**src/verilog/dhs_pkg.sv**
```systemverilog
// shared constants, register map and pin bundles of the drive interface control block
// assumes a single 100 MHz core clock; all drive pins are asynchronous to it
`default_nettype none

package dhs_pkg;

	// ------------------------------------------------------------
	// timing
	// ------------------------------------------------------------
	localparam int CLK_MHZ = 100;
	localparam int STEP_PW_NS = 1000;
	localparam int STEP_PW_CYC = (STEP_PW_NS * CLK_MHZ + 999) / 1000;
	localparam int STEP_GAP_NS = 3000;
	localparam int STEP_GAP_CYC = (STEP_GAP_NS * CLK_MHZ + 999) / 1000;
	localparam int ERASE_DLY_US = 200;
	localparam int ERASE_DLY_CYC = ERASE_DLY_US * CLK_MHZ;
	localparam int CELL_NS = 4000;
	localparam int CELL_CYC = CELL_NS * CLK_MHZ / 1000;
	localparam logic [15:0] WIN_LO = 16'(CELL_CYC / 4);
	localparam logic [15:0] WIN_HI = 16'(CELL_CYC * 3 / 4);

	// ------------------------------------------------------------
	// tracks
	// ------------------------------------------------------------
	localparam logic [6:0] TRACK_RST = 7'h00;
	localparam logic [6:0] TRACK_MAX = 7'h4f;
	localparam logic [6:0] ZONE_LO = 7'h2b;
	localparam logic [6:0] ZONE_HI = 7'h4d;
	localparam logic [1:0] PHASE_TRK0 = 2'h0;

	// ------------------------------------------------------------
	// register map (byte offsets)
	// ------------------------------------------------------------
	localparam logic [3:0] OFS_CTRL = 4'h0;
	localparam logic [3:0] OFS_STATUS = 4'h4;
	localparam logic [3:0] OFS_IRQ_STAT = 4'h8;
	localparam logic [3:0] OFS_IRQ_MASK = 4'hc;

	localparam int CTRL_TWO_LINE = 0;
	localparam int CTRL_DOUBLE = 1;
	localparam int CTRL_AUTO_ERASE = 2;
	localparam int CTRL_SEPARATOR = 3;
	localparam int CTRL_FAULT_OUT = 4;
	localparam int CTRL_ZONE_SENSOR = 5;
	localparam int CTRL_PROT_SENSOR = 6;
	localparam logic [6:0] CTRL_RST = 7'h06;

	localparam int IRQ_STEP_DONE = 0;
	localparam int IRQ_WR_FAULT = 1;
	localparam int IRQ_TRK0 = 2;
	localparam int IRQ_PROT = 3;
	localparam logic [3:0] IRQ_RST = 4'h0;

	// ------------------------------------------------------------
	// pin bundles
	// ------------------------------------------------------------
	typedef struct packed {
		logic unit_sel;
		logic dir_out;
		logic step;
		logic step_in;
		logic step_out;
		logic wr_gate;
		logic wr_data;
		logic reduce_in;
		logic ext_erase;
		logic prot_sense;
		logic trk0_sense;
		logic cur_fault;
		logic raw_read;
	} dhs_pins_in_t;

	typedef struct packed {
		logic head_load;
		logic motor_en;
		logic motor_step;
		logic motor_dir_out;
		logic wr_current;
		logic wr_data;
		logic erase;
		logic reduce_cur;
		logic read_data;
		logic sep_data;
		logic sep_clk;
		logic wr_fault;
		logic trk0_n;
		logic zone_n;
	} dhs_pins_out_t;

	typedef enum logic [1:0] {
		ST_IDLE,
		ST_PULSE,
		ST_GAP
	} dhs_step_st_t;

endpackage

`default_nettype wire

```
**src/verilog/dhs_ctl.sv**
```systemverilog
// drive-side interface control: selection, head stepping, write gating, erase delay and read return
// assumes Avalon-MM master on core_clk; drive pins are asynchronous and synchronised here
//
// Local design decisions: the Avalon-MM register port and the register offsets.
`timescale 1ns/1ps
`default_nettype none

// What this block does
// - host selection loads the head and energizes the stepper motor
// - direction one moves the head outward, zero moves it inward
// - each accepted step pulse moves the head exactly one track, except outward on track 0 and inward on track 79
// - two-line mode: step-in pulses move inward, step-out pulses move outward
// - single density default: each accepted step gives two motor step pulses
// - with write gate low, recovered read pulses go back to the host
// - reduced write current when host asks or inner-zone sensor reports
// - protect sensor seeing a protected diskette blocks all writing
// - internal fault stops the write; optionally flagged on the fault output
// - built-in erase delay by default; can be disabled for host erase timing
// - separator fitted: separated data and clock replace the raw read stream
// - during a write, drive write current and write data from host data
// - track-zero output low only with sensor, phase zero and selection together
// - inner-zone output low while the head lies on tracks 43 to 77
module dhs_ctl #(
	parameter int ERASE_DLY_CYC = dhs_pkg::ERASE_DLY_CYC
) (
	input wire logic core_clk,
	input wire logic nrst,
	input wire logic [3:0] avs_address,
	input wire logic avs_read,
	input wire logic avs_write,
	input wire logic [31:0] avs_writedata,
	output var logic [31:0] avs_readdata,
	output var logic avs_waitrequest,
	output var logic irq,
	input wire dhs_pkg::dhs_pins_in_t pins_in,
	output var dhs_pkg::dhs_pins_out_t pins_out
);

	// ------------------------------------------------------------
	// pin synchronisers
	// ------------------------------------------------------------
	dhs_pkg::dhs_pins_in_t meta_q;
	dhs_pkg::dhs_pins_in_t in_q;
	dhs_pkg::dhs_pins_in_t prev_q;

	always_ff @(posedge core_clk or negedge nrst) begin
		if (!nrst) begin
			meta_q <= '0;
			in_q <= '0;
			prev_q <= '0;
		end else begin
			meta_q <= pins_in;
			in_q <= meta_q;
			prev_q <= in_q;
		end
	end

	// ------------------------------------------------------------
	// registers
	// ------------------------------------------------------------
	logic [6:0] ctrl_q;
	logic [3:0] irq_stat_q;
	logic [3:0] irq_mask_q;
	logic wait_q;
	logic [31:0] rdata_q;
	logic irq_q;

	wire sel = in_q.unit_sel;
	wire two_line = ctrl_q[dhs_pkg::CTRL_TWO_LINE];
	wire dbl = ctrl_q[dhs_pkg::CTRL_DOUBLE];
	wire auto_erase = ctrl_q[dhs_pkg::CTRL_AUTO_ERASE];
	wire sep_on = ctrl_q[dhs_pkg::CTRL_SEPARATOR];
	wire fault_out_en = ctrl_q[dhs_pkg::CTRL_FAULT_OUT];
	wire zone_en = ctrl_q[dhs_pkg::CTRL_ZONE_SENSOR];
	wire prot_en = ctrl_q[dhs_pkg::CTRL_PROT_SENSOR];

	// ------------------------------------------------------------
	// step requests
	// ------------------------------------------------------------
	wire step_rise = in_q.step & ~prev_q.step;
	wire in_rise = in_q.step_in & ~prev_q.step_in;
	wire out_rise = in_q.step_out & ~prev_q.step_out;
	wire raw_req = two_line ? (in_rise | out_rise) : step_rise;
	// inward wins if both lines pulse together in two-line mode
	wire req_out = two_line ? (out_rise & ~in_rise) : in_q.dir_out;

	dhs_pkg::dhs_step_st_t st_q, st_d;
	logic [15:0] cnt_q, cnt_d;
	logic [1:0] left_q, left_d;
	logic mdir_q, mdir_d;
	logic [6:0] track_q;
	logic [1:0] phase_q;

	// pulses arriving while a step is still in progress are dropped
	wire step_acc = (st_q == dhs_pkg::ST_IDLE) & sel & raw_req;

	always_comb begin
		st_d = st_q;
		cnt_d = cnt_q;
		left_d = left_q;
		mdir_d = mdir_q;
		case (st_q)
			dhs_pkg::ST_IDLE: begin
				if (step_acc) begin
					st_d = dhs_pkg::ST_PULSE;
					cnt_d = 16'(dhs_pkg::STEP_PW_CYC - 1);
					left_d = dbl ? 2'h2 : 2'h1;
					mdir_d = req_out;
				end
			end
			dhs_pkg::ST_PULSE: begin
				if (cnt_q == 16'h0) begin
					st_d = dhs_pkg::ST_GAP;
					cnt_d = 16'(dhs_pkg::STEP_GAP_CYC - 1);
					left_d = left_q - 2'h1;
				end else begin
					cnt_d = cnt_q - 16'h1;
				end
			end
			dhs_pkg::ST_GAP: begin
				if (cnt_q == 16'h0) begin
					st_d = (left_q == 2'h0) ? dhs_pkg::ST_IDLE : dhs_pkg::ST_PULSE;
					cnt_d = 16'(dhs_pkg::STEP_PW_CYC - 1);
				end else begin
					cnt_d = cnt_q - 16'h1;
				end
			end
			default: begin
				st_d = dhs_pkg::ST_IDLE;
				cnt_d = 16'h0;
				left_d = 2'h0;
			end
		endcase
	end

	wire pulse_start = (st_q != dhs_pkg::ST_PULSE) & (st_d == dhs_pkg::ST_PULSE);
	wire step_done = (st_q == dhs_pkg::ST_GAP) & (cnt_q == 16'h0) & (left_q == 2'h0);
	wire trk_dec = step_acc & req_out & (track_q != dhs_pkg::TRACK_RST);
	wire trk_inc = step_acc & ~req_out & (track_q != dhs_pkg::TRACK_MAX);
	wire [6:0] track_d = trk_dec ? track_q - 7'h1 : (trk_inc ? track_q + 7'h1 : track_q);
	wire [1:0] phase_d = ~pulse_start ? phase_q : (mdir_d ? phase_q - 2'h1 : phase_q + 2'h1);

	always_ff @(posedge core_clk or negedge nrst) begin
		if (!nrst) begin
			st_q <= dhs_pkg::ST_IDLE;
			cnt_q <= 16'h0;
			left_q <= 2'h0;
			mdir_q <= 1'b0;
			track_q <= dhs_pkg::TRACK_RST;
			phase_q <= dhs_pkg::PHASE_TRK0;
		end else begin
			st_q <= st_d;
			cnt_q <= cnt_d;
			left_q <= left_d;
			mdir_q <= mdir_d;
			track_q <= track_d;
			phase_q <= phase_d;
		end
	end

	// ------------------------------------------------------------
	// sensors
	// ------------------------------------------------------------
	wire at_trk0 = in_q.trk0_sense & (phase_q == dhs_pkg::PHASE_TRK0) & sel;
	wire in_zone = (track_q >= dhs_pkg::ZONE_LO) & (track_q <= dhs_pkg::ZONE_HI);
	wire reduce = in_q.reduce_in | (zone_en & in_zone);

	// ------------------------------------------------------------
	// write path
	// ------------------------------------------------------------
	logic fault_q;
	logic prot_q;
	logic trk0_prev_q;
	logic [31:0] ecnt_q;

	wire gate_ok = in_q.wr_gate & sel;
	wire prot_blk = prot_en & in_q.prot_sense & gate_ok;
	// stepping while the gate is up counts as improper operation
	wire fault_set = gate_ok & (in_q.cur_fault | (st_q != dhs_pkg::ST_IDLE));
	wire fault_d = fault_set | (fault_q & gate_ok);
	wire wr_act = gate_ok & ~prot_blk & ~fault_d;
	wire [31:0] ecnt_lim = 32'(ERASE_DLY_CYC);
	wire [31:0] ecnt_d = ~wr_act ? 32'h0 : ((ecnt_q < ecnt_lim) ? ecnt_q + 32'h1 : ecnt_q);
	// with auto erase on, erase turns on only after the delay has run with writing active; otherwise it follows ext_erase
	wire erase_d = wr_act & (auto_erase ? (ecnt_q == ecnt_lim) : in_q.ext_erase);

	always_ff @(posedge core_clk or negedge nrst) begin
		if (!nrst) begin
			fault_q <= 1'b0;
			prot_q <= 1'b0;
			trk0_prev_q <= 1'b0;
			ecnt_q <= 32'h0;
		end else begin
			fault_q <= fault_d;
			prot_q <= prot_blk;
			trk0_prev_q <= at_trk0;
			ecnt_q <= ecnt_d;
		end
	end

	// ------------------------------------------------------------
	// read path and data separator
	// ------------------------------------------------------------
	logic [15:0] ccnt_q;

	wire rd_pulse = in_q.raw_read & ~prev_q.raw_read & ~in_q.wr_gate;
	// a pulse in the middle of a cell is data, any other one is clock and resyncs the cell
	wire in_win = (ccnt_q >= dhs_pkg::WIN_LO) & (ccnt_q <= dhs_pkg::WIN_HI);
	wire is_clk = rd_pulse & ~in_win;
	wire [15:0] ccnt_d = is_clk ? 16'h0 : ((ccnt_q == 16'hffff) ? ccnt_q : ccnt_q + 16'h1);

	always_ff @(posedge core_clk or negedge nrst) begin
		if (!nrst) begin
			ccnt_q <= 16'h0;
		end else begin
			ccnt_q <= ccnt_d;
		end
	end

	// ------------------------------------------------------------
	// pin outputs
	// ------------------------------------------------------------
	dhs_pkg::dhs_pins_out_t out_d;

	always_comb begin
		out_d.head_load = sel;
		out_d.motor_en = sel;
		out_d.motor_step = (st_d == dhs_pkg::ST_PULSE);
		out_d.motor_dir_out = mdir_d;
		out_d.wr_current = wr_act;
		out_d.wr_data = wr_act & in_q.wr_data;
		out_d.erase = erase_d;
		out_d.reduce_cur = reduce & wr_act;
		out_d.read_data = rd_pulse & ~sep_on;
		out_d.sep_data = rd_pulse & sep_on & in_win;
		out_d.sep_clk = is_clk & sep_on;
		out_d.wr_fault = fault_d & fault_out_en;
		out_d.trk0_n = ~at_trk0;
		out_d.zone_n = ~in_zone;
	end

	always_ff @(posedge core_clk or negedge nrst) begin
		if (!nrst) begin
			pins_out <= '{trk0_n: 1'b1, zone_n: 1'b1, default: 1'b0};
		end else begin
			pins_out <= out_d;
		end
	end

	// ------------------------------------------------------------
	// interrupts
	// ------------------------------------------------------------
	wire [3:0] ev = {prot_blk & ~prot_q, at_trk0 & ~trk0_prev_q, fault_set & ~fault_q, step_done};

	// ------------------------------------------------------------
	// avalon slave: one wait cycle, then a one-cycle answer
	// ------------------------------------------------------------
	wire req = avs_read | avs_write;
	wire wr_en = avs_write & ~wait_q;
	wire wr_ctrl = wr_en & (avs_address == dhs_pkg::OFS_CTRL);
	wire wr_clr = wr_en & (avs_address == dhs_pkg::OFS_IRQ_STAT);
	wire wr_mask = wr_en & (avs_address == dhs_pkg::OFS_IRQ_MASK);
	wire [31:0] status_w = {19'h0, st_q != dhs_pkg::ST_IDLE, wr_act, prot_q, fault_q, sel, 1'b0, track_q};
	wire [3:0] clr_w = wr_clr ? avs_writedata[3:0] : 4'h0;
	// a new event beats a simultaneous clear
	wire [3:0] irq_stat_d = (irq_stat_q & ~clr_w) | ev;
	wire [3:0] irq_mask_d = wr_mask ? avs_writedata[3:0] : irq_mask_q;
	wire [6:0] ctrl_d = wr_ctrl ? avs_writedata[6:0] : ctrl_q;
	wire [31:0] rmux = (avs_address == dhs_pkg::OFS_CTRL) ? {25'h0, ctrl_q} :
		(avs_address == dhs_pkg::OFS_STATUS) ? status_w :
		(avs_address == dhs_pkg::OFS_IRQ_STAT) ? {28'h0, irq_stat_q} :
		(avs_address == dhs_pkg::OFS_IRQ_MASK) ? {28'h0, irq_mask_q} : 32'h0;
	wire [31:0] rdata_d = (avs_read & wait_q) ? rmux : rdata_q;
	wire wait_d = ~(req & wait_q);

	always_ff @(posedge core_clk or negedge nrst) begin
		if (!nrst) begin
			ctrl_q <= dhs_pkg::CTRL_RST;
			irq_stat_q <= dhs_pkg::IRQ_RST;
			irq_mask_q <= dhs_pkg::IRQ_RST;
			wait_q <= 1'b1;
			rdata_q <= 32'h0;
			irq_q <= 1'b0;
		end else begin
			ctrl_q <= ctrl_d;
			irq_stat_q <= irq_stat_d;
			irq_mask_q <= irq_mask_d;
			wait_q <= wait_d;
			rdata_q <= rdata_d;
			irq_q <= |(irq_stat_d & irq_mask_d);
		end
	end

	assign avs_readdata = rdata_q;
	assign avs_waitrequest = wait_q;
	assign irq = irq_q;

endmodule

`default_nettype wire

```
**config.mk**
```make
export PLATFORM = sky130hd
export DESIGN_NAME = dhs_ctl
export DESIGN_NICKNAME = d
export VERILOG_FILES = /design/src/verilog/dhs_pkg.sv /design/src/verilog/dhs_ctl.sv
export SDC_FILE = /design/constraint.sdc
export NUM_CORES = 1
export LEC_CHECK = 0
export BUFFER_PORTS_ARGS = -buffer_cell sky130_fd_sc_hd__buf_2
export CAP_MARGIN = 20
export CORE_UTILIZATION = 61
export DETAILED_ROUTE_END_ITERATION = 10
export PLACE_DENSITY = 0.83
export REMOVE_ABC_BUFFERS = 1
export SLEW_MARGIN = 5
export SYNTH_ARGS = -nofsm -noshare
export SYNTH_HDL_FRONTEND = slang
export SYNTH_SLANG_ARGS = --single-unit
```
**constraint.sdc**
```tcl
create_clock -name core_clk -period 5.36 [get_ports core_clk]
set_input_delay 0.804 -clock core_clk [delete_from_list [all_inputs] [get_ports core_clk]]
set_output_delay 0.804 -clock core_clk [all_outputs]
set_load 0.02 [all_outputs]
```
After elaboration in Yosys (flattened, before gate mapping)
Index checks and enable logic that the tools add are counted.

cells by class
  $add $sub $neg = 8
  $mul = 0
  divide/modulo/power cells = 0
  $lt $le $gt $ge = 5
  equal/unequal tests = 14
  shift operators = 0
  multiplexer cells = 31
  bitwise gates (word level) = 73
  reduce and logical (&&, ||, !) cells = 10

operators by type and width
  kind                                                                count
  2-to-1 mux 16 bit                                                   5
  2-to-1 mux 32 bit                                                   2
  case mux 16 bit (3 select lines)                                    1
  AND 1 bit                                                           45
  adder 32 x 1 -> 32 bit, second input constant                       1
  == test 32 x 15 -> 1 bit, second input constant                     1
  < comparator 32 x 15 -> 1 bit, second input constant                1
  2-to-1 mux 13 bit                                                   2
  inverter 1 bit                                                      19
  adder 16 x 1 -> 16 bit, second input constant                       1
  == test 16 bit, second input constant                               1
  greater-or-equal comparator 16 x 7 -> 1 bit, second input constant  1
  less-or-equal comparator 16 x 9 -> 1 bit, second input constant     1
  logical NOT 16 bit                                                  1
  2-to-1 mux 4 bit                                                    4
  subtractor 16 x 1 -> 16 bit, second input constant                  1
  2-to-1 mux 2 bit                                                    7
  2-to-1 mux 7 bit                                                    2
  case mux 2 bit (3 select lines)                                     2
  AND 4 bit                                                           2
  == test 4 bit, second input constant                                2
  adder 7 x 1 -> 7 bit, second input constant                         1
  greater-or-equal comparator 7 x 6 -> 1 bit, second input constant   1
  less-or-equal comparator 7 bit, second input constant               1
  19 further kinds                                                    36

storage, ports and cells
  register bits = 172
  latch bits = 0
  RAM bits = 0
  memory bits (read-only) = 0
  input bits = 53
  output and inout port bits = 48
  logic and storage cells = 200
  memories kept = 0

Longest topological paths before layout
  depth in word-level cells = 10
  depth in mapped cells = 12
  gate-level depth less buffers = 12

Worst setup path after synthesis
OpenSTA, ideal clock, no wires.

  kind = flip-flop to flip-flop
  start = register st_q[0]
  end = register track_q[6]
  setup time = 0.080 ns
  data arrival time = 2.606 ns
  required time = 5.280 ns
  setup slack = 2.674 ns
  cell stages (with the launch flop) = 12
  path buffers = 0
  clock period less this slack = 2.686 ns
  cells stage by stage = dfrtp_1 > nor2_2 > o211ai_1 > or2_1 > nor3_2 > ha_1 > nor2b_1 > nor3_1 > o21bai_1 > a21oi_1 > mux2i_1 > xnor2_1

between the ends
  cells in the longest elaborated chain, start to end = 6
  elaborated cells between the ends (all ways) = 9
  classes of those cells = mux: 1; bitwise: 6; reduce/logical: 2

ends and longest elaborated chain
  element                                                        RTL line                        RTL
  start: declaration                                             dhs_ctl.sv:87                   dhs_pkg::dhs_step_st_t st_q, st_d;
  start signal: assignment                                       dhs_ctl.sv:145                  st_q <= dhs_pkg::ST_IDLE;
  start signal: assignment                                       dhs_ctl.sv:152                  st_q <= st_d;
  logical NOT 2 bit (*)                                          dhs_ctl.sv:95                   wire step_acc = (st_q == dhs_pkg::ST_IDLE) & sel & raw_req;
  AND 1 bit (*) (2 in series)                                    dhs_ctl.sv:95
  AND 1 bit, on equally long branches (2 in series)              dhs_ctl.sv:138, dhs_ctl.sv:139
  2-to-1 mux 7 bit / nonzero test 2 bit (equally long branches)  n/a
  end signal: assignment                                         dhs_ctl.sv:149                  track_q <= dhs_pkg::TRACK_RST;
  end signal: assignment                                         dhs_ctl.sv:156                  track_q <= track_d;
  end: declaration                                               dhs_ctl.sv:91                   logic [6:0] track_q;

Every way passes the cells marked *; elsewhere a longest branch is shown, timed or not.
A chain may end at the register's enable or synchronous reset.

Worst setup path in the final report
Same ends and word-level chain as after synthesis.

==> key figures <==
Power and ir drop
  • Internal: 2410 uW
  • Flop pwr share: 0.435
  • Clock power share: 0.355
  • Sw power: 1070 uW
  • Gate power share: 0.210
  • Worst IR drop on VDD: 331 uV
  • Leakage: 0.00367 uW
  • Switch share: 0.308
  • PwrDens: 444 mW/mm2

CTS
  • CTS Buf Count: 17
  • Post-CTS resize count: 0
  • CTS tree: done
  • Htree depth: 4
  • Clock tree buffer depth: 2
  • Root buffer cell: clkbuf_16
  • Clk sinks: 152
  • CTS clock-pin slew for the worst setup and hold paths: 0.06 ns
  • Skew-Pair Late Insertion Delay: 0.42 ns
  • CTS Hold Bufs: 0
  • Post-CTS Setup Bufs: 0

Critical path
  • Worst-path fanout max: 13
  • Crit-path max cell delay: 0.53 ns
  • Crit path buf inv count: 0
  • Worst r2r path cells: 11
  • CP required: 5.70 ns
  • Family with the most delay on the worst path: simple AND/OR/NAND/NOR gates
  • Critical path class: reg2reg
  • CP endpoint kind: register
  • Cell with the largest stage delay on the worst path: nor3_2
  • Setup crit start kind: register
  • CP cell instances: nor2_2 > o211ai_1 > or2_1 > nor3_2 > ha_1 > nor2b_1 > nor3_1 > o21bai_1 > a21oi_1 > mux2i_1 > xnor2_1
  • Crit path DAT: 3.75 ns
  • Reg-to-reg critical path endpoint: track_q[6]
  • RR Startpoint: st_q[0]
  • R2r setup slk: 1.95 ns

Synthesis
  • Post-Syn Instances: 627
  • Synth top cells by count: dfrtp_1 (147), nor2_1 (66), nand2_1 (36)
  • Ys Warns: 0
  • Post-synth EDFFs: 0
  • Count leader, synth: dfrtp_1
  • Cell variety after synth: 72
  • Post-synthesis instance area: 0.00690 mm2
  • Ys async rst share: 1.00
  • Synth top area share: 0.533
  • Top FF cell, synth: dfrtp_1
  • Area contributors post-synth: dfrtp_1 (53%), nor2_1 (3.6%), buf_4 (2.6%), xor2_1 (2.5%), ha_1 (2.2%)
  • Post-synthesis sequential area ratio: 0.552
  • Synthesized area per cell: 11.0 um2
  • Synth area leader: dfrtp_1
  • Flops & latches, synth: 152

Die
  • Starting Density: 0.631
  • Die Y: 108 um
  • I/O pin cnt: 101
  • Site row count: 38
  • Die area: 0.0117 mm2
  • CORE AREA: 0.0109 mm2
  • Die W: 108 um

Global routing
  • Total Routing Usage GR: 0.273
  • Initial antenna violation count: 0
  • First-pass GRT wire length: 24100 um
  • Vias in the first global route: 4953
  • Largest net degree at the start of global routing: 119
  • Grt ovf: 0

Min path
  • Hold WC Path Type: in2async

STA
  • Fmax: 293 MHz
  • Final Max Slew Viols: 0
  • Slew @ Worst Pin: 0.760 ns
  • Rel. slew slack: 0.492
  • Worst clock skew: 0.00750 ns
  • # setup viols final: 0
  • Setup_tns: 0 ns
  • Worst hold margin: 0.206 ns
  • Final period util: 0.636
  • Final Hold Fails: 0
  • RSZ-0062 raised after global routing: no
  • Fin crit period: 3.41 ns

Route
  • Via-per-instance ratio: 5.91
  • Via count: 4948
  • Post-route DRC: 0
  • Pre-antenna DRT Iters: 4
  • WL final: 14600 um
  • Number of routed nets with antenna violations: 0
  • Initial DRC count: 289
  • Routed wire per std cell: 17.4 um

Placement
  • Post-place instance area: 0.00720 mm2
  • IO buf count: 55
  • Final GP Congestion: 0.827
  • Detailed Place HPWL: 9600 um

Final layout
  • Utilization after layout: 0.718
  • Number of antenna diodes: 0
  • Layout cells sized above 1: 0.166
  • Nets: 750
  • Syn-to-layout area delta: 13.7%
  • Design area: 0.00785 mm2

Job
  • Maxcap violations: 0

Status
  • Run status: complete, no violations
kinds of logic after synthesis:
family	share of synthesized area
buffers and inverters	0.0482
other	0.000543
DFF	0.552
adders and majority gates	0.0246
xor gates and xnor gates	0.0431
muxes	0.0471
and+or+nand+nor	0.185
AOI/OAI and AO/OA	0.0997
per-layer routing:
| metal | vias to the layer above | GRT usage | wire (um) |
|---|---|---|---|
| met5 | - | 0 | 0 |
| met4 | 0 | 0.115 | 374 |
| met3 | 33 | 0.0675 | 727 |
| met2 | 164 | 0.463 | 7480 |
| met1 | 2463 | 0.335 | 6000 |
| li1 | 2288 | - | - |
worst max path at each step:
stage | start | end | slack [ns] | cells after the start
6_report | st_q[0] | track_q[6] | 1.95 | 11
5_1_grt | st_q[0] | track_q[6] | 1.71 | 11
3_5_place_dp | st_q[0] | track_q[6] | 2.08 | 11
3_3_place_gp | st_q[0] | track_q[6] | 2.16 | 11
2_1_floorplan | st_q[0] | track_q[6] | 2.57 | 11
4_1_cts | st_q[0] | track_q[6] | 2.02 | 11
cells in the final DEF, fill, tap and decap left out, types with 4 or more instances in the layout:
| cell type | instances |
|---|---|
| conb_1 | 20 |
| dfrtp_1 | 147 |
| a22o_1 | 9 |
| and3_1 | 7 |
| nand2_1 | 36 |
| nor2_1 | 66 |
| mux2i_1 | 7 |
| a31oi_1 | 5 |
| nand4_1 | 15 |
| mux4_2 | 4 |
| xor2_1 | 20 |
| mux2_1 | 8 |
| o31ai_1 | 5 |
| clkbuf_1 | 4 |
| a21oi_1 | 16 |
| and2_1 | 20 |
| nand2b_1 | 7 |
| xnor2_1 | 14 |
| o21ai_0 | 26 |
| bufinv_16 | 4 |
| ha_1 | 12 |
| mux2_2 | 4 |
| o21bai_1 | 4 |
| nor2b_1 | 6 |
| nand3_1 | 16 |
| clkbuf_16 | 17 |
| dfstp_2 | 5 |
| nor4_1 | 13 |
| buf_2 | 54 |
| inv_1 | 23 |
| a21o_1 | 5 |
| nor3_1 | 23 |
per-stage QoR:
stage	std cells	setup WS [ns]	total power, uW
2_1_floorplan	606	2.57	2010
3_3_place_gp	803	2.16	2180
3_5_place_dp	803	2.08	2240
4_1_cts	835	2.02	3500
5_1_grt	837	1.71	3660
6_report	837	1.95	3490
sequential cells by signal, indices dropped and copies added, names as in the netlist, 7 cells and up:
name / cells
cnt_q: 16
meta_q: 13
track_q: 7
avs_readdata: 12
pins_out: 13
ctrl_q: 7
ecnt_q: 32
in_q: 12
ccnt_q: 16
power groups by stage:
stage | logic, uW | clock network, uW | registers (uW)
after floorplan | 505 | 0 | 1500
after global placement | 669 | 0 | 1510
after detailed placement | 714 | 0 | 1530
after CTS | 728 | 1260 | 1510
after global routing | 816 | 1300 | 1540
final | 732 | 1240 | 1520
final cells by class:
cell class,instances,area (um2)
flip-flops and latches,152,3810
fillers,755,3090
multi-input cells,431,2830
clock buffers,21,440
repair buffers,59,332
well taps,140,175
clock inverters,11,173
inverters,23,86.3
(Power assumes the default switching activity.)
